$ cat config.mk
export PLATFORM = sky130hd
export DESIGN_NAME = card_config_registers_flat
export DESIGN_NICKNAME = d
export VERILOG_FILES = /design/src/common/card_cfg_pkg.sv /design/src/common/card_cfg_if.sv /design/src/hw/card_config_registers.sv /design/src/flat_wrapper.sv
export VERILOG_INCLUDE_DIRS = /design/src /design/src/common
export SDC_FILE = /design/constraint.sdc
export NUM_CORES = 1
export LEC_CHECK = 0
export BUFFER_PORTS_ARGS = -buffer_cell sky130_fd_sc_hd__buf_2
export CAP_MARGIN = 15
export CORE_AREA = 2 2 113 115
export CTS_CLUSTER_SIZE = 40
export DETAILED_ROUTE_END_ITERATION = 16
export DIE_AREA = 0 0 115 117
export GPL_TIMING_DRIVEN = 0
export PLACE_DENSITY_LB_ADDON = 0.05
export SLEW_MARGIN = 40
export SYNTH_ARGS = -nofsm -noshare
export SYNTH_HDL_FRONTEND = slang
export SYNTH_SLANG_ARGS = --single-unit
export TNS_END_PERCENT = 5
$ cat constraint.sdc
create_clock -name clk -period 2.9 [get_ports clk]
set_input_delay 0 -clock clk [delete_from_list [all_inputs] [get_ports clk]]
set_output_delay 0 -clock clk [all_outputs]
set_load 0.02 [all_outputs]
$ cat src/common/card_cfg_regs.svh
// Notes on behaviour
// - partial flags read zero; whole blocks only
// - write misalign flag zero; no boundary crossing
// - read misalign flag zero; no boundary crossing
// - driver stage flag reflects register presence
// - capacity is (size field plus one) times 512K
// - top six size bits held zero
// - single unit erase flag one; 512-byte units
// - sector size reads 7Fh; host ignores it
// - protect group span and enable read zero
// - write speed multiplier reads 2h
// - host uses fixed 250 ms write timeout
// - max write block length reads 9h
// - format fields read zero; host ignores them
// - copy flag one-time settable, never clears
// - permanent lock sticky, blocks write and erase
// - temporary lock toggles, blocks write and erase
// - host recomputes checksum on every image program, not on timing change
// - writable 16-bit card address, resets zero
// - select with address zero means standby
// - driver stage register resets to 0x404
// - fields unsigned, leftmost bit most significant
// - transfer speed 032h default, 05Ah high speed
`ifndef CARD_CFG_REGS_SVH
`define CARD_CFG_REGS_SVH

// fixed field values of the card specific data image
`define IMG_STRUCT_VER 2'h1
`define IMG_ACCESS_TIME 8'h0e
`define IMG_ACCESS_CLKS 8'h00
`define IMG_SPEED_DEFAULT 8'h32
`define IMG_SPEED_HIGH 8'h5a
`define IMG_CLASSES 12'h5b5
`define IMG_READ_LEN 4'h9
`define IMG_WRITE_LEN 4'h9
`define IMG_SECTOR_SIZE 7'h7f
`define IMG_PROTECT_SPAN 7'h00
`define IMG_SPEED_MULT 3'h2

// positions of the writable bits, same in the program argument and the image, and of the size field in the image
`define IMG_COPY_BIT 14
`define IMG_PERM_BIT 13
`define IMG_TMP_BIT 12
`define IMG_CRC_MSB 7
`define IMG_CRC_LSB 1
`define IMG_SIZE_MSB 69
`define IMG_SIZE_LSB 48

// reset values
`define CARD_ADDR_RESET 16'h0000
`define DRIVER_STAGE_RESET 16'h0404

// sizes
`define BLOCK_LOG2 9
`define CAP_UNIT_LOG2 19

// timing
`define WRITE_TIMEOUT_MS 250
`define CLK_MHZ 200
`define WRITE_TIMEOUT_CYCLES (`WRITE_TIMEOUT_MS * `CLK_MHZ * 1000)

`endif

$ cat src/common/card_cfg_pkg.sv
package card_cfg_pkg;

  // commands the host may issue on the card bus
  typedef enum logic [3:0] {
    OP_READ_IMAGE = 4'h0,
    OP_PROGRAM_IMAGE = 4'h1,
    OP_SET_ADDR = 4'h2,
    OP_SELECT = 4'h3,
    OP_SET_STAGE = 4'h4,
    OP_SET_TIMING = 4'h5,
    OP_GO_IDLE = 4'h6,
    OP_READ = 4'h7,
    OP_WRITE = 4'h8,
    OP_ERASE = 4'h9
  } op_t;

  // card side state
  typedef struct packed {
    logic selected;
    logic high_speed;
    logic copy;
    logic perm;
    logic tmp;
    logic [6:0] crc;
    logic [15:0] card_addr;
    logic [15:0] driver_stage;
    logic resp_valid;
    logic resp_ok;
    logic [127:0] resp_data;
    logic go_valid;
    op_t go_op;
    logic [31:0] go_addr;
    logic [15:0] go_len;
  } card_state_t;

  // host sequencer states, one-hot
  typedef enum logic [3:0] {
    H_IDLE = 4'b0001,
    H_FETCH = 4'b0010,
    H_SEND = 4'b0100,
    H_WAIT = 4'b1000
  } host_phase_t;

  // host side state
  typedef struct packed {
    host_phase_t phase;
    logic cmd_valid;
    op_t op;
    logic [31:0] arg;
    logic [15:0] len;
    logic [31:0] timer;
    logic done;
    logic done_ok;
    logic timed_out;
    logic [127:0] done_data;
    logic [41:0] capacity;
  } host_state_t;

  // checksum over the upper 120 image bits, x^7 + x^3 + 1, msb first
  function automatic logic [6:0] crc7(input logic [119:0] d);
    logic [6:0] c;
    logic fb;
    c = 7'h00;
    for (int i = 119; i >= 0; i--) begin
      fb = d[i] ^ c[6];
      c = {c[5:0], 1'b0};
      if (fb) begin
        c = c ^ 7'h09;
      end
    end
    return c;
  endfunction

endpackage

$ cat src/common/card_cfg_if.sv
`timescale 1ns/100ps
`default_nettype none
// command bus between host controller and card
interface card_cfg_if (
  input wire logic clk,
  input wire logic rst_n
);
  import card_cfg_pkg::*;

  logic cmd_valid; // one-cycle command strobe
  op_t cmd_op; // command code
  logic [31:0] cmd_arg; // argument
  logic [15:0] cmd_len; // byte count for data access
  logic resp_valid; // one-cycle answer strobe
  logic resp_ok; // command accepted
  logic [127:0] resp_data; // answer payload

  modport card (
    input clk, rst_n, cmd_valid, cmd_op, cmd_arg, cmd_len,
    output resp_valid, resp_ok, resp_data
  );

  modport host (
    input clk, rst_n, resp_valid, resp_ok, resp_data,
    output cmd_valid, cmd_op, cmd_arg, cmd_len
  );
endinterface
`default_nettype wire

$ cat src/hw/card_config_registers.sv
`timescale 1ns/100ps
`default_nettype none
`include "card_cfg_regs.svh"
// card end: config image, card address and driver stage registers plus access gate
module card_config_registers
  import card_cfg_pkg::*;
#(
  parameter logic DRIVER_STAGE_PRESENT = 1'b1, // driver stage built in
  parameter logic [15:0] SIZE_LOW = 16'h1fff, // low capacity field bits
  parameter logic COPY_INIT = 1'b0 // copy flag as shipped
) (
  card_cfg_if.card bus,
  input wire logic [15:0] proposed_addr,
  output logic selected,
  output logic high_speed,
  output logic [15:0] card_addr,
  output logic [15:0] driver_stage,
  output logic write_locked,
  output logic access_go,
  output op_t access_op,
  output logic [31:0] access_addr,
  output logic [15:0] access_len
);

  ////////////////////////////////////////////////////////////////////////////
  // configuration image

  // capacity field, top bits forced low to cap the card at 32 GB
  localparam logic [21:0] SIZE_FIELD = {6'h00, SIZE_LOW};

  // assemble the 128-bit image; every fixed field is a constant here
  // reserved bits stay zero from the clear at the top, so they never need a write
  function automatic logic [127:0] build_image(
    input logic hs,
    input logic cp,
    input logic pm,
    input logic tp,
    input logic [6:0] ck
  );
    logic [127:0] v;
    v = '0;
    v[127:126] = `IMG_STRUCT_VER;
    v[119:112] = `IMG_ACCESS_TIME;
    v[111:104] = `IMG_ACCESS_CLKS;
    v[103:96] = hs ? `IMG_SPEED_HIGH : `IMG_SPEED_DEFAULT;
    v[95:84] = `IMG_CLASSES;
    v[83:80] = `IMG_READ_LEN;
    v[79] = 1'b0;
    v[78] = 1'b0;
    v[77] = 1'b0;
    v[76] = DRIVER_STAGE_PRESENT;
    v[`IMG_SIZE_MSB:`IMG_SIZE_LSB] = SIZE_FIELD;
    v[46] = 1'b1;
    v[45:39] = `IMG_SECTOR_SIZE;
    v[38:32] = `IMG_PROTECT_SPAN;
    v[31] = 1'b0;
    v[28:26] = `IMG_SPEED_MULT;
    v[25:22] = `IMG_WRITE_LEN;
    v[21] = 1'b0;
    v[15] = 1'b0;
    // the only flag bits a host can move
    v[`IMG_COPY_BIT] = cp;
    v[`IMG_PERM_BIT] = pm;
    v[`IMG_TMP_BIT] = tp;
    v[11:10] = 2'h0;
    v[`IMG_CRC_MSB:`IMG_CRC_LSB] = ck;
    v[0] = 1'b1;
    return v;
  endfunction

  // checksum of the shipped contents, so reset leaves a consistent image
  localparam logic [127:0] IMAGE_BASE = build_image(1'b0, COPY_INIT, 1'b0, 1'b0, 7'h00);
  localparam logic [6:0] INIT_CRC = crc7(IMAGE_BASE[127:8]);

  ////////////////////////////////////////////////////////////////////////////
  // state

  card_state_t s; // registered state
  card_state_t next_s; // next state
  logic [127:0] image_now; // live image
  logic aligned; // access starts and spans whole blocks
  logic is_change; // write or erase

  // live image follows the writable bits and the timing mode
  assign image_now = build_image(s.high_speed, s.copy, s.perm, s.tmp, s.crc);

  // whole blocks only: non-zero length, both ends on a block edge
  assign aligned = (bus.cmd_len != 16'h0000) &&
    (bus.cmd_len[`BLOCK_LOG2-1:0] == '0) &&
    (bus.cmd_arg[`BLOCK_LOG2-1:0] == '0);

  // content changing commands share the lock check
  assign is_change = (bus.cmd_op == OP_WRITE) || (bus.cmd_op == OP_ERASE);

  ////////////////////////////////////////////////////////////////////////////
  // command decode

  // every command is answered on the next edge; strobes last one cycle
  always_comb begin
    next_s = s;
    next_s.resp_valid = 1'b0;
    next_s.go_valid = 1'b0;
    if (bus.cmd_valid) begin
      // default answer: accepted, empty payload
      next_s.resp_valid = 1'b1;
      next_s.resp_ok = 1'b1;
      next_s.resp_data = '0;
      case (bus.cmd_op)
        OP_READ_IMAGE: begin
          next_s.resp_data = image_now;
        end
        OP_PROGRAM_IMAGE: begin
          // only the writable bits are taken; fixed fields never move
          next_s.copy = s.copy | bus.cmd_arg[`IMG_COPY_BIT];
          next_s.perm = s.perm | bus.cmd_arg[`IMG_PERM_BIT];
          next_s.tmp = bus.cmd_arg[`IMG_TMP_BIT];
          next_s.crc = bus.cmd_arg[`IMG_CRC_MSB:`IMG_CRC_LSB];
          // the answer shows the image as it stood before this change
          next_s.resp_data = image_now;
        end
        OP_SET_ADDR: begin
          // the card publishes the address it proposes
          next_s.card_addr = proposed_addr;
          next_s.resp_data[15:0] = proposed_addr;
        end
        OP_SELECT: begin
          if (bus.cmd_arg[31:16] == 16'h0000) begin
            // reserved address sends every card to standby
            next_s.selected = 1'b0;
          end else begin
            next_s.selected = (bus.cmd_arg[31:16] == s.card_addr);
            next_s.resp_ok = (bus.cmd_arg[31:16] == s.card_addr);
          end
        end
        OP_SET_STAGE: begin
          // without the register the value has nowhere to go, so refuse it
          if (DRIVER_STAGE_PRESENT) begin
            next_s.driver_stage = bus.cmd_arg[15:0];
          end else begin
            // no register to take it
            next_s.resp_ok = 1'b0;
          end
        end
        OP_SET_TIMING: begin
          next_s.high_speed = bus.cmd_arg[0];
        end
        OP_GO_IDLE: begin
          // back to default timing, speed field returns to 032h
          next_s.high_speed = 1'b0;
          next_s.selected = 1'b0;
        end
        OP_READ, OP_WRITE, OP_ERASE: begin
          // refuse partial or straddling access, and changes under a lock
          if (!s.selected || !aligned) begin
            next_s.resp_ok = 1'b0;
          end else if (is_change && (s.perm || s.tmp)) begin
            next_s.resp_ok = 1'b0;
          end else begin
            next_s.go_valid = 1'b1;
            next_s.go_op = bus.cmd_op;
            next_s.go_addr = bus.cmd_arg;
            next_s.go_len = bus.cmd_len;
          end
        end
        default: begin
          // unknown code is refused
          next_s.resp_ok = 1'b0;
        end
      endcase
    end
  end

  ////////////////////////////////////////////////////////////////////////////
  // registers

  // power-up defaults; locks open, address zero, driver stage 0x404
  always_ff @(posedge bus.clk or negedge bus.rst_n) begin
    if (!bus.rst_n) begin
      s <= '0;
      s.copy <= COPY_INIT;
      s.crc <= INIT_CRC;
      s.card_addr <= `CARD_ADDR_RESET;
      s.driver_stage <= `DRIVER_STAGE_RESET;
      s.go_op <= OP_READ;
    end else begin
      s <= next_s;
    end
  end

  ////////////////////////////////////////////////////////////////////////////
  // outputs, all from flops

  assign bus.resp_valid = s.resp_valid;
  assign bus.resp_ok = s.resp_ok;
  assign bus.resp_data = s.resp_data;
  assign selected = s.selected;
  assign high_speed = s.high_speed;
  assign card_addr = s.card_addr;
  // reads as the reset value when the register is absent
  assign driver_stage = s.driver_stage;
  assign write_locked = s.perm | s.tmp;
  assign access_go = s.go_valid;
  assign access_op = s.go_op;
  assign access_addr = s.go_addr;
  assign access_len = s.go_len;

endmodule // card_config_registers
`default_nettype wire

$ cat src/flat_wrapper.sv
// flat-port wrapper written by rule: the top's interface ports become plain ports
module card_config_registers_flat import card_cfg_pkg::*;
#(
  parameter logic DRIVER_STAGE_PRESENT = 1'b1,                         
  parameter logic [15:0] SIZE_LOW = 16'h1fff,                           
  parameter logic COPY_INIT = 1'b0                        
)
  (proposed_addr, selected, high_speed, card_addr, driver_stage, write_locked, access_go, access_op, access_addr, access_len, clk, rst_n, bus_cmd_valid, bus_cmd_op, bus_cmd_arg, bus_cmd_len, bus_resp_valid, bus_resp_ok, bus_resp_data);
  card_cfg_if bus_i (.clk(clk), .rst_n(rst_n));
  input wire logic [15:0] proposed_addr;
  output logic selected;
  output logic high_speed;
  output logic [15:0] card_addr;
  output logic [15:0] driver_stage;
  output logic write_locked;
  output logic access_go;
  output op_t access_op;
  output logic [31:0] access_addr;
  output logic [15:0] access_len;
  input wire logic clk;
  input wire logic rst_n;
  input wire logic [$bits(bus_i.cmd_valid)-1:0] bus_cmd_valid;
  input wire logic [$bits(bus_i.cmd_op)-1:0] bus_cmd_op;
  input wire logic [$bits(bus_i.cmd_arg)-1:0] bus_cmd_arg;
  input wire logic [$bits(bus_i.cmd_len)-1:0] bus_cmd_len;
  output wire logic [$bits(bus_i.resp_valid)-1:0] bus_resp_valid;
  output wire logic [$bits(bus_i.resp_ok)-1:0] bus_resp_ok;
  output wire logic [$bits(bus_i.resp_data)-1:0] bus_resp_data;
  assign bus_i.cmd_valid = bus_cmd_valid;
  assign bus_i.cmd_op = bus_cmd_op;
  assign bus_i.cmd_arg = bus_cmd_arg;
  assign bus_i.cmd_len = bus_cmd_len;
  assign bus_resp_valid = bus_i.resp_valid;
  assign bus_resp_ok = bus_i.resp_ok;
  assign bus_resp_data = bus_i.resp_data;
  card_config_registers #(.DRIVER_STAGE_PRESENT(DRIVER_STAGE_PRESENT), .SIZE_LOW(SIZE_LOW), .COPY_INIT(COPY_INIT)) u_core (.bus(bus_i), .proposed_addr(proposed_addr), .selected(selected), .high_speed(high_speed), .card_addr(card_addr), .driver_stage(driver_stage), .write_locked(write_locked), .access_go(access_go), .access_op(access_op), .access_addr(access_addr), .access_len(access_len));
endmodule
==> summary.txt, run 1 <==
Yosys
  – Post-synth EDFFs: 0
  – Synth area leaders: dfrtp_1, buf_4, mux2_4
  – Synthesis-stage register bit count: 118
  – Biggest area consumer among synthesized cells: dfrtp_1
  – Ys async rst share: 100.0%
  – Cell variety after synth: 39
  – Syn_area_per_cell: roughly 13 µm²
  – Post-synthesis sequential area ratio: ~52%
  – Top cell type's share of synthesized area: roughly half
  – Syn Std Cell Area: 5690 µm²
  – Yosys warning total: 0
  – Most used DFF post-synth: dfrtp_1
  – Synth Instances: 435

STA
  – Clock Skew: about 0.0046 ns
  – Tmin final: ~2.2 ns
  – Setup TNS: 0 ns
  – Final worst setup slack: around 0.74 ns
  – Fin crit share: between 70% and 80%
  – Max frequency: between 0.4 and 0.5 GHz
  – Endpoints failing setup: 0
  – Max-slew violations: 0
  – Fin. Hold Viols: 0
  – Fin Hold WS: 0.05896 ns
  – Worst slew pin tran: around 0.66 ns
  – Slew HR: roughly 56%
  – RSZ-0062 raised after global routing: no

Pwr
  – Sw frac: about 28%
  – Power per cell area: 596.9 nW/µm²
  – Pleak: between 4 and 5 nW
  – Pwr Total: between 5 and 6 mW
  – Clk network pwr share: 41.7%
  – Max VDD drop: between 0.0004 and 0.0005 V
  – Switching Power: 1.437 mW
  – Int Pwr: ~3.6 mW
  – Logic gate share of total power: 20.0%
  – Sequential fraction of design power: 38.3%

Place
  – GP Congestion: around 0.73
  – IO Port Bufs: about 220
  – Placed instance count: 871
  – DPL Wire Length: between 10000 and 15000 µm
  – Area after DPL: between 7000 and 8000 µm²
  – Dpl ws: roughly 0.73 ns

Floorplanning
  – Core area: around 12000 µm²
  – Die H: 117 µm
  – # IOs: between 200 and 300
  – Standard-cell row count: between 40 and 50
  – Die span in x: around 120 µm
  – Starting Density: 46.22%
  – Die area: roughly 13000 µm²

Layout
  – Commonest non-fill, non-tap cell in the layout: buf_2
  – Layout cells sized above 1: between 50 and 60%
  – Post-Layout Inst Area: ~8500 µm²
  – Final non-filler cell total: just under 1000
  – Fill count: approximately 950
  – N_diodes: 0
  – Most frequent cells in the layout: buf_2, buf_4, dfrtp_1
  – Util after Layout: ~70%
  – Nets: about 870
  – Layout area overhead: 48.92%

Setup path
  – Worst R2R Setup Slack: between 0.7 and 0.8 ns
  – R2R Path Start: u_core.image_now[13]
  – Path type of the worst setup path: register to register
  – CP startpoint: u_core.image_now[13]
  – CP required: between 3 and 4 ns
  – Crit end category: register
  – Arrival @ worst endpoint: about 2.5 ns
  – Worst setup SP type: register
  – CP Max Fanout: 10

Clocking
  – Worst-path clk slew: 0.05 ns
  – Clock root cell: clkbuf_16
  – H-Tree Depth: 4
  – Clock tree buffer depth: 2
  – CTS tree: yes
  – # clock sinks: 118
  – CTS buffer count: 17
  – Post-CTS sizing: 0
  – Worst-Skew Late Latency: 0.41 ns

Route
  – Top sig layer: met4
  – Met2 WL: about 8000 µm
  – TritonRoute pass-1 iters: 4
  – M1 WL: approximately 6000 µm
  – Amount of wire on met3 after detailed routing: around 1000 µm
  – Average vias per placed instance: between 4 and 5
  – DR vias: 4301
  – DR WL/cell: 15.57 µm
  – DR DRC count: 0
  – 1st-iter DRT viols: about 180
  – Final ANT Viol Nets: 0
  – Detailed Route WL: between 15000 and 20000 µm

Global routing
  – Grt total ovfl: 0
  – Initial antenna violation count: 0
  – First-pass GRT wire length: between 20000 and 25000 µm
  – GRT Total Usage: between 20 and 25%
  – Number of global-route vias before repair: 4200
  – Largest net degree at the start of global routing: 77

Status
  – Status: complete, no violations

Flow run
  – Max cap viols: 0

Min path
  – Hold Path Class: primary input to asynchronous set/reset pin
==> what timing repair did <==
item,CTS,global route
hold buffers,61,0
setup buffers,0,0
hold endpoints to repair,206,0
==> path summary, 6_finish.rpt <==
path                                          end  cells after the start
setup / recovery           u_core.access_addr[15]                      7
hold / removal             u_core.driver_stage[7]                      2
setup reg to reg           u_core.access_addr[15]                      7
hold reg to reg              u_core.image_now[14]                      1
max in group asynchronous     u_core.access_op[1]                      3
min in group clk               u_core.bus.resp_ok                      4
==> state kept, by name, indices dropped and copies added, names as in the netlist, 4 cells and up <==
signal and flops:
u_core.bus.resp_data 19, u_core.access_addr 32, u_core.driver_stage 16, u_core.access_len 16, u_core.image_now 10, u_core.card_addr 16
u_core.access_op 4
==> kinds of logic after synthesis <==
kind of cell | share of synthesized area [%]
xor+xnor | 2.616
buf+inv | 17.06
simple gates | 6.904
compound gates | 4.860
flops | 52.07
mux | 16.42
other cells | 0.06590
==> synth_stat cells, types with 3 or more instances <==
library cell	number
nor3_1	3
mux2_2	36
nor4_1	12
mux2_4	30
nand2b_1	3
xor2_1	17
buf_2	5
dfstp_2	8
nor2b_1	28
nand2_1	7
clkbuf_1	5
buf_4	109
inv_1	3
mux2_1	7
o21ai_0	6
buf_6	3
dfrtp_1	110
buf_12	3
a221o_1	11
a22o_1	6
==> power by group through the flow <==
stage	Sequential (mW)	Clock, mW	Combinational, mW
6_report	1.94	2.11	1.01
5_1_grt	1.96	2.23	1.09
4_1_cts	1.94	2.15	1.02
3_5_place_dp	1.96	0	0.944
3_3_place_gp	1.96	0	0.932
2_1_floorplan	2.10	0	0.451
==> cell type report <==
class | count | area, µm² | share of cell area (%)
clock inverter | 15 | 180.2 | 2.126
buffer | 125 | 955.9 | 11.28
sequential | 118 | 2964 | 34.98
timing repair buffer | 279 | 1734 | 20.46
tap | 150 | 187.7 | 2.215
inverter | 4 | 15.01 | 0.1772
multi-input combinational | 256 | 2012 | 23.74
clock buffer | 17 | 425.4 | 5.020
==> metal layers <==
layer	vias up	track usage [%]
li1	2059	-
met1	2051	26.25
met2	173	39.02
met3	18	6.437
met4	0	7.390
met5	-	0
==> worst max-delay path: stages (launching register included) <==
cell,delay [ns]
dfrtp_1,0.42
nor4_2,0.26
a2bb2oi_1,0.12
a2111oi_2,0.39
and2_1,0.19
buf_6,0.18
buf_12,0.17
mux2_4,0.31
Power figures use the tool's default switching activity.
==> run 2, diff against run 1 <==
--- a/config.mk
+++ b/config.mk
@@ -6,12 +6,14 @@
 export SDC_FILE = /design/constraint.sdc
 export NUM_CORES = 1
 export LEC_CHECK = 0
+export ABC_AREA = 1
 export BUFFER_PORTS_ARGS = -buffer_cell sky130_fd_sc_hd__buf_2
 export CAP_MARGIN = 15
-export CORE_AREA = 2 2 113 115
+export CORE_ASPECT_RATIO = 1.2
+export CORE_MARGIN = 2
+export CORE_UTILIZATION = 42
 export CTS_CLUSTER_SIZE = 40
 export DETAILED_ROUTE_END_ITERATION = 16
-export DIE_AREA = 0 0 115 117
 export GPL_TIMING_DRIVEN = 0
 export PLACE_DENSITY_LB_ADDON = 0.05
 export SLEW_MARGIN = 40
==> constraint.sdc (replaced) <==
create_clock -name clk -period 1.8 [get_ports clk]
set_input_delay 0 -clock clk [delete_from_list [all_inputs] [get_ports clk]]
set_output_delay 0 -clock clk [all_outputs]
set_load 0.02 [all_outputs]
==> run 2 against run 1 <==
Die area grew 8.5%. Wire length grew 6.8%. Largest power group unchanged. Critical path depth grew 3. Non-clock buffer count grew 3. Cell area grew 0.87%.
==> summary.txt, run 2 <==
Route
  – Final ANT Viol Nets: 0 (unchanged)
  – Average vias per placed instance: 4.242 (-4.9%)
  – DR WL/cell: 13.18 µm (-15%)
  – 1st-iter DRT viols: 207 (+18%)
  – DR DRC count: 0 (unchanged)
  – Detailed Route WL: 16040 µm (+6.8%)
  – TritonRoute pass-1 iters: 4 (unchanged)
  – DR vias: 5163 (+20%)

Yosys
  – Synth area leaders: dfrtp_1, buf_4, nand2_1
  – Xor/xnor cell area share of the yosys netlist: 0% (-2.6 points)
  – Syn_area_per_cell: 8.570 µm² (-34%)
  – Yosys warning total: 0 (unchanged)
  – Most common cell in the synthesized netlist: nand2_1
  – Cell variety after synth: 27 (-31%)
  – Synth Area in Adders: 0% (unchanged)
  – Synthesis-stage register bit count: 118 (unchanged)
  – Post-synthesis compound-gate area fraction: 8.533% (+3.7 points)
  – Biggest area consumer among synthesized cells: dfrtp_1
  – Simple-Gate Fraction of Synth Area: 17.68% (+11 points)
  – Syn Std Cell Area: 5733 µm² (+0.75%)
  – Mux contribution to synthesized area: 0.1964% (-16 points)
  – Post-synth EDFFs: 0 (unchanged)
  – Most used DFF post-synth: dfrtp_1
  – Synth Instances: 669 (+54%)
  – Top cell type's share of synthesized area: 48.01% (-0.36 points)
  – Post-synthesis sequential area ratio: 51.68% (-0.39 points)
  – Synth cell count leaders: nand2_1, buf_4, dfrtp_1
  – Main combinational cell family by area after synthesis: buffers and inverters
  – Ys async rst share: 100.0% (unchanged)

Place
  – DPL Wire Length: 12110 µm (+7.8%)
  – Dpl ws: 0.1299 ns (-0.6049 ns)
  – GP Congestion: 0.8158 (+12%)
  – IO Port Bufs: 219 (+0.92%)

Flow run
  – Max cap viols: 0 (unchanged)

Setup path
  – Crit path capture: u_core.access_addr[13]
  – Largest stage delay on the critical path: 0.54 ns (+0.12 ns)
  – CP startpoint: bus_cmd_arg[7]
  – Worst r2r dst: u_core.access_addr[13]
  – Crit path cell chain: dlygate4sd3_1, buf_2, inv_1, nand3_1, nor2_1, nand2_1, nor2_2, nand3_4, clkbuf_1, o21ai_0
  – Arrival @ worst endpoint: 1.99 ns (-0.46 ns)
  – Worst setup SP type: primary input
  – CP Max Fanout: 10 (unchanged)
  – Path type of the worst setup path: primary input to register
  – Slowest CP cell: dlygate4sd3_1
  – Worst R2R Setup Slack: 0.17 ns (-0.57 ns)
  – Crit end category: register
  – FF-to-FF path depth: 5 (-2)
  – R2R Path Start: u_core.image_now[12]
  – CP required: 2.12 ns (-1.07 ns)

Floorplanning
  – Die H: 132.0 µm (+13%)
  – Die span in x: 110.7 µm (-3.8%)
  – Standard-cell row count: 46 (+12%)
  – Die area: 14600 µm² (+8.5%)
  – Starting Density: 43.12% (-3.1 points)
  – Core area: 13300 µm² (+8.0%)
  – # IOs: 289 (unchanged)

STA
  – Final worst setup slack: 0.1265 ns (-0.6136 ns)
  – Max frequency: 0.5976 GHz
  – Endpoints failing setup: 0 (unchanged)
  – Slew HR: 57.40% (+1.3 points)
  – Max-slew violations: 0 (unchanged)
  – Setup TNS: 0 ns (unchanged)
  – Fin. Hold Viols: 0 (unchanged)
  – Worst slew pin tran: 0.6390 ns (-0.01947 ns)
  – Fin crit share: 92.97%
  – Clock Skew: 0.01265 ns (+0.008038 ns)
  – Tmin final: approximately 1.7 ns
  – RSZ-0062 raised after global routing: no

Clocking
  – Worst-path clk slew: 0.05 ns (about the same)
  – Clock tree buffer depth: 2 (unchanged)
  – Post-CTS sizing: 0 (unchanged)
  – CTS buffer count: 17 (unchanged)
  – # clock sinks: 118 (unchanged)
  – Clock root cell: clkbuf_16
  – CTS tree: yes
  – Worst-Skew Late Latency: 0.41 ns (about the same)
  – H-Tree Depth: 4 (unchanged)

Layout
  – Largest register FFs: 32 (unchanged)
  – Layout area overhead: 49.11%
  – Nets: 1107 (+27%)
  – Most frequent cells in the layout: buf_2, nand2_1, buf_4
  – Layout cells sized above 1: 37.85% (-18 points)
  – N_diodes: 0 (unchanged)
  – Commonest non-fill, non-tap cell in the layout: buf_2

Pwr
  – Max VDD drop: 0.0006009 V (+25%)
  – Power per cell area: 954.7 nW/µm² (+60%)
  – Pleak: 5.180 nW (+9.7%)

Global routing
  – Largest net degree at the start of global routing: 74 (-3.9%)
  – First-pass GRT wire length: 25790 µm (+15%)
  – Grt total ovfl: 0 (unchanged)
  – Initial antenna violation count: 0 (unchanged)
  – Number of global-route vias before repair: 5012 (+19%)
  – GRT Total Usage: 22.24% (+0.051 points)

Status
  – Status: complete, no violations

Min path
  – Hold Path Class: primary input to register
run 2: cell types whose count changed after synthesis, sizes merged, moves of 11 or more:
cell	before	now
a221o	11	0
inv	4	83
mux2	73	1
nand2	7	197
nand3	2	18
nor2	1	29
nor2b	28	0
nor4	13	2
o21ai	6	76
xor2	17	0
run 2: cell families (layout without fill, tap and decap cells):
logic type	Yosys count	after routing
simple gates	251	251
buf+inv	211	523
flops	118	118
compound gates	87	87
other cells	1	69
mux	1	1
run 2: critical path: cells and delay by family:
| family | cells | cell delay (ns) |
|---|---|---|
| buffers and inverters | 4 | 1.06 |
| AND/OR/NAND/NOR | 5 | 0.70 |
| AO/OA/AOI/OAI | 1 | 0.24 |
run 2: metrics by stage:
| stage | utilization, % | std cells | total power [mW] | hold slack [ns] | instance area [µm²] |
|---|---|---|---|---|---|
| 6_report | 64.30 | 1217 | 8.161 | 0.03305 | 8548 |
| 5_1_grt | 64.30 | 1217 | 8.545 | 0.03157 | 8548 |
| 4_1_cts | 64.30 | 1217 | 8.232 | 0.007681 | 8548 |
| 3_5_place_dp | 55.16 | 1125 | 4.589 | -0.08161 | 7333 |
| 3_3_place_gp | 54.87 | 1124 | 4.575 | 0.1499 | 7295 |
| 2_1_floorplan | - | 737 | 4.057 | -0.2956 | 5988 |
run 2: area by class of cell:
cell class,count,area [µm²]
fillers,1192,4747
flip-flops and latches,118,2964
multi-input cells,408,1773
repair buffers,280,1734
plain buffers,127,932.1
clock buffers,19,432.9
inverters,84,320.3
well taps,168,210.2
clock inverters,13,181.4
run 2: timing repair:
action,in CTS,in global routing
buffers inserted,0,0
hold buffers,60,0
hold endpoints to repair,208,0
run 2: worst min path at each step:
stage	from	end	slack [ns]	cells past startpoint
after floorplan	rst_n	u_core.access_addr[0]	-0.30	0
after global placement	bus_cmd_valid	u_core.bus.resp_valid	0.15	1
after detailed placement	rst_n	u_core.driver_stage[7]	-0.08	1
after CTS	bus_cmd_op[1]	u_core.bus.resp_ok	0.008	5
after global routing	bus_cmd_op[1]	u_core.bus.resp_ok	0.03	5
final	bus_cmd_op[1]	u_core.bus.resp_ok	0.03	5
run 2: layer usage:
layer / GRT usage [%] / routed length (µm)
met3: 6.943 / 1000
met1: 25.04 / 6276
met4: 8.125 / 362
met2: 39.57 / 8397
met5: 0 / 0
run 2: where the power goes:
group / leakage (nW) / total, mW / internal (mW) / switching [mW]
clock: 0.297 / 3.51 / 2.31 / 1.20
sequential: 1.54 / 3.06 / 2.90 / 0.163
combinational: 3.34 / 1.59 / 0.639 / 0.950
==> run 3, diff against run 2 <==
--- a/config.mk
+++ b/config.mk
@@ -11,10 +11,12 @@
 export CAP_MARGIN = 15
 export CORE_ASPECT_RATIO = 1.2
 export CORE_MARGIN = 2
-export CORE_UTILIZATION = 42
+export CORE_UTILIZATION = 43
+export CTS_BUF_LIST = sky130_fd_sc_hd__clkbuf_2
 export CTS_CLUSTER_SIZE = 40
 export DETAILED_ROUTE_END_ITERATION = 16
 export GPL_TIMING_DRIVEN = 0
+export HOLD_SLACK_MARGIN = 0.08
 export PLACE_DENSITY_LB_ADDON = 0.05
 export SLEW_MARGIN = 40
 export SYNTH_ARGS = -nofsm -noshare
==> run 3 against run 2 <==
Critical path type is now register to register. Non-clock buffer count is 36 higher. Via count is 3.7% higher. Global-route usage is 0.45 points higher. Cell area is 0.51% higher. Largest power group is now sequential cells. Worst setup slack worse by 0.027 ns. Critical endpoint unchanged. Sequential power hardly changed.
==> summary.txt, run 3 (synthesis gave the netlist of run 2 again) <==
Status
  – Status: complete, no violations

Clocking
  – CTS tree: yes
  – Clock root cell: clkbuf_2
  – CTS buffer count: 17 (unchanged)
  – # clock sinks: 118 (unchanged)
  – Post-CTS setup buffer count: 0 (unchanged)
  – Worst-path clk slew: 0.18 ns (+0.13 ns)
  – Clock tree buffer depth: 2 (unchanged)
  – Worst-Skew Late Latency: 0.64 ns (+0.23 ns)
  – H-Tree Depth: 4 (unchanged)

STA
  – Clock Skew: 0.02227 ns (+0.009622 ns)
  – Setup TNS: 0 ns (unchanged)
  – Endpoints failing setup: 0 (unchanged)
  – Fin. Hold Viols: 0 (unchanged)
  – Max frequency: 0.5881 GHz (-1.6%)
  – RSZ-0062 raised after global routing: yes
  – Max-slew violations: 0 (unchanged)
  – Slew HR: 61.37% (+4.0 points)
  – Fin Hold WS: 0.1041 ns (+0.07110 ns)
  – Fin crit share: 94.47% (+1.5 points)
  – Tmin final: 1.700 ns (+0.02689 ns)
  – Worst slew pin tran: 0.5795 ns (-0.05955 ns)

Global routing
  – GRT Total Usage: 22.69% (+0.45 points)
  – First-pass GRT wire length: 24710 µm (-4.2%)
  – Largest net degree at the start of global routing: 61 (-18%)
  – Initial antenna violation count: 0 (unchanged)
  – Grt total ovfl: 0 (unchanged)
  – Number of global-route vias before repair: 4980 (-0.64%)

Route
  – Average vias per placed instance: 4.274 (+0.74%)
  – Amount of wire on met3 after detailed routing: 1215 µm (+22%)
  – Top sig layer: met4
  – M1 WL: 6580 µm (+4.8%)
  – DR WL/cell: 13.28 µm (+0.82%)
  – DR DRC count: 0 (unchanged)
  – TritonRoute pass-1 iters: 4 (unchanged)
  – Final ANT Viol Nets: 0 (unchanged)
  – 1st-iter DRT viols: 240 (+16%)
  – Detailed Route WL: 16650 µm (+3.8%)
  – DR vias: 5355 (+3.7%)
  – Met2 WL: 8506 µm (+1.3%)

Pwr
  – Clk network pwr share: 29.2% (-14 points)
  – Sequential fraction of design power: 45.9% (+8.4 points)
  – Logic gate share of total power: 24.9% (+5.4 points)
  – Max VDD drop: 0.0005518 V (-8.2%)
  – Pwr Total: 6.667 mW (-18%)
  – Switching Power: 2.168 mW (-6.2%)
  – Power per cell area: 776.0 nW/µm² (-19%)
  – Sw frac: 32.52% (+4.2 points)
  – Pleak: 5.217 nW (+0.70%)
  – Int Pwr: 4.499 mW (-23%)

Min path
  – Hold Path Class: primary input to register
  – WHS Path Cells: 6 (+1)

Place
  – DPL Wire Length: 12070 µm (-0.26%)
  – GP Congestion: 0.7903 (-3.1%)
  – Placed instance count: 1125 (unchanged)
  – IO Port Bufs: 219 (unchanged)

Floorplanning
  – Die H: 130.5 µm (-1.1%)
  – Die span in x: 109.4 µm (-1.1%)
  – # IOs: 289 (unchanged)
  – Core area: 13120 µm² (-1.3%)
  – Die area: 14280 µm² (-2.3%)
  – Starting Density: 43.69% (+0.57 points)
  – Standard-cell row count: 46 (unchanged)

Layout
  – Commonest non-fill, non-tap cell in the layout: buf_2
  – Largest register FFs: 32 (unchanged)
  – Most frequent cells in the layout: buf_2, nand2_1, buf_4
  – Nets: 1143 (+3.3%)
  – Layout area overhead: 49.87%
  – Layout cells sized above 1: 36.87% (-0.98 points)
  – Fill count: 1221 (+2.4%)
  – Util after Layout: 65.47% (+1.2 points)
  – N_diodes: 0 (unchanged)
  – Final non-filler cell total: 1253 (+3.0%)

Setup path
  – Crit end category: register
  – Arrival @ worst endpoint: 2.26 ns (+0.27 ns)
  – FF-to-FF path depth: 5 (unchanged)
  – Path type of the worst setup path: register to register
  – CP Max Fanout: 10 (unchanged)
  – CP required: 2.36 ns (+0.24 ns)
  – Worst setup SP type: register

Flow run
  – Max cap viols: 0 (unchanged)
==> run 3: cell count changes in the layout (fill, tap and decap cells not counted), moves of 2 or more <==
cell / before / now
dlygate4sd3_1: 60 / 94
clkbuf_2: 0 / 19
clkbuf_16: 17 / 0
clkinvlp_4: 2 / 5
clkbuf_1: 10 / 8
clkinv_4: 3 / 1
dlymetal6s4s_1: 0 / 2
==> run 3: final timing paths <==
check / start / end / slack [ns]
min in group asynchronous: rst_n / u_core.card_addr[5] / 0.37
setup / recovery: u_core.image_now[12] / u_core.access_addr[13] / 0.1
hold reg to reg: u_core.access_op[2] / u_core.access_op[2] / 0.48
hold / removal: bus_cmd_op[1] / u_core.bus.resp_ok / 0.10
setup reg to reg: u_core.image_now[12] / u_core.access_addr[13] / 0.1
max in group asynchronous: rst_n / u_core.access_op[2] / 0.71
==> run 3: cell type report <==
class / count / area (µm²) / share of cell area, %
Buffer: 127 / 932.1 / 10.85
Clock buffer: 19 / 95.09 / 1.107
Clock inverter: 13 / 181.4 / 2.112
Inverter: 84 / 322.8 / 3.757
Multi-Input combinational cell: 408 / 1778 / 20.69
Sequential cell: 118 / 2967 / 34.53
Tap cell: 168 / 210.2 / 2.446
Timing Repair Buffer: 316 / 2106 / 24.51
==> run 3: critical path, cell delays in order (launching register included) <==
cell and delay, ns:
dfrtp_1 0.45, or2_1 0.25, o21ai_2 0.21, nand3_4 0.15
clkbuf_1 0.31, o21ai_0 0.24
==> run 3: what timing repair did <==
action	CTS	global route
hold buffers	95	1
gates resized for setup	1	6
setup endpoints to repair	40	67
hold endpoints to repair	225	2
==> run 3: layer usage <==
| layer | GRT usage (%) | vias to the layer above |
|---|---|---|
| met5 | 0 | - |
| met4 | 8.116 | 0 |
| met3 | 5.506 | 21 |
| met2 | 39.98 | 187 |
| met1 | 26.86 | 2454 |
| li1 | - | 2693 |
==> run 3: power groups by stage <==
| stage | Clock [mW] | Combinational (mW) | Sequential, mW |
|---|---|---|---|
| global route | 2.10 | 1.81 | 3.10 |
| detailed placement | 0 | 1.49 | 3.10 |
| CTS | 2.00 | 1.65 | 3.06 |
| global placement | 0 | 1.47 | 3.11 |
| floorplan | 0 | 0.737 | 3.32 |
| finish | 1.95 | 1.66 | 3.06 |
==> run 3: metrics by stage <==
stage | worst slack [ns] | instance area [µm²]
after floorplan | 0.3083 | 5988
after global placement | -0.8239 | 7295
after detailed placement | 0.1124 | 7333
after CTS | 0.004473 | 8563
after global routing | -0.04043 | 8592
final | 0.09961 | 8592
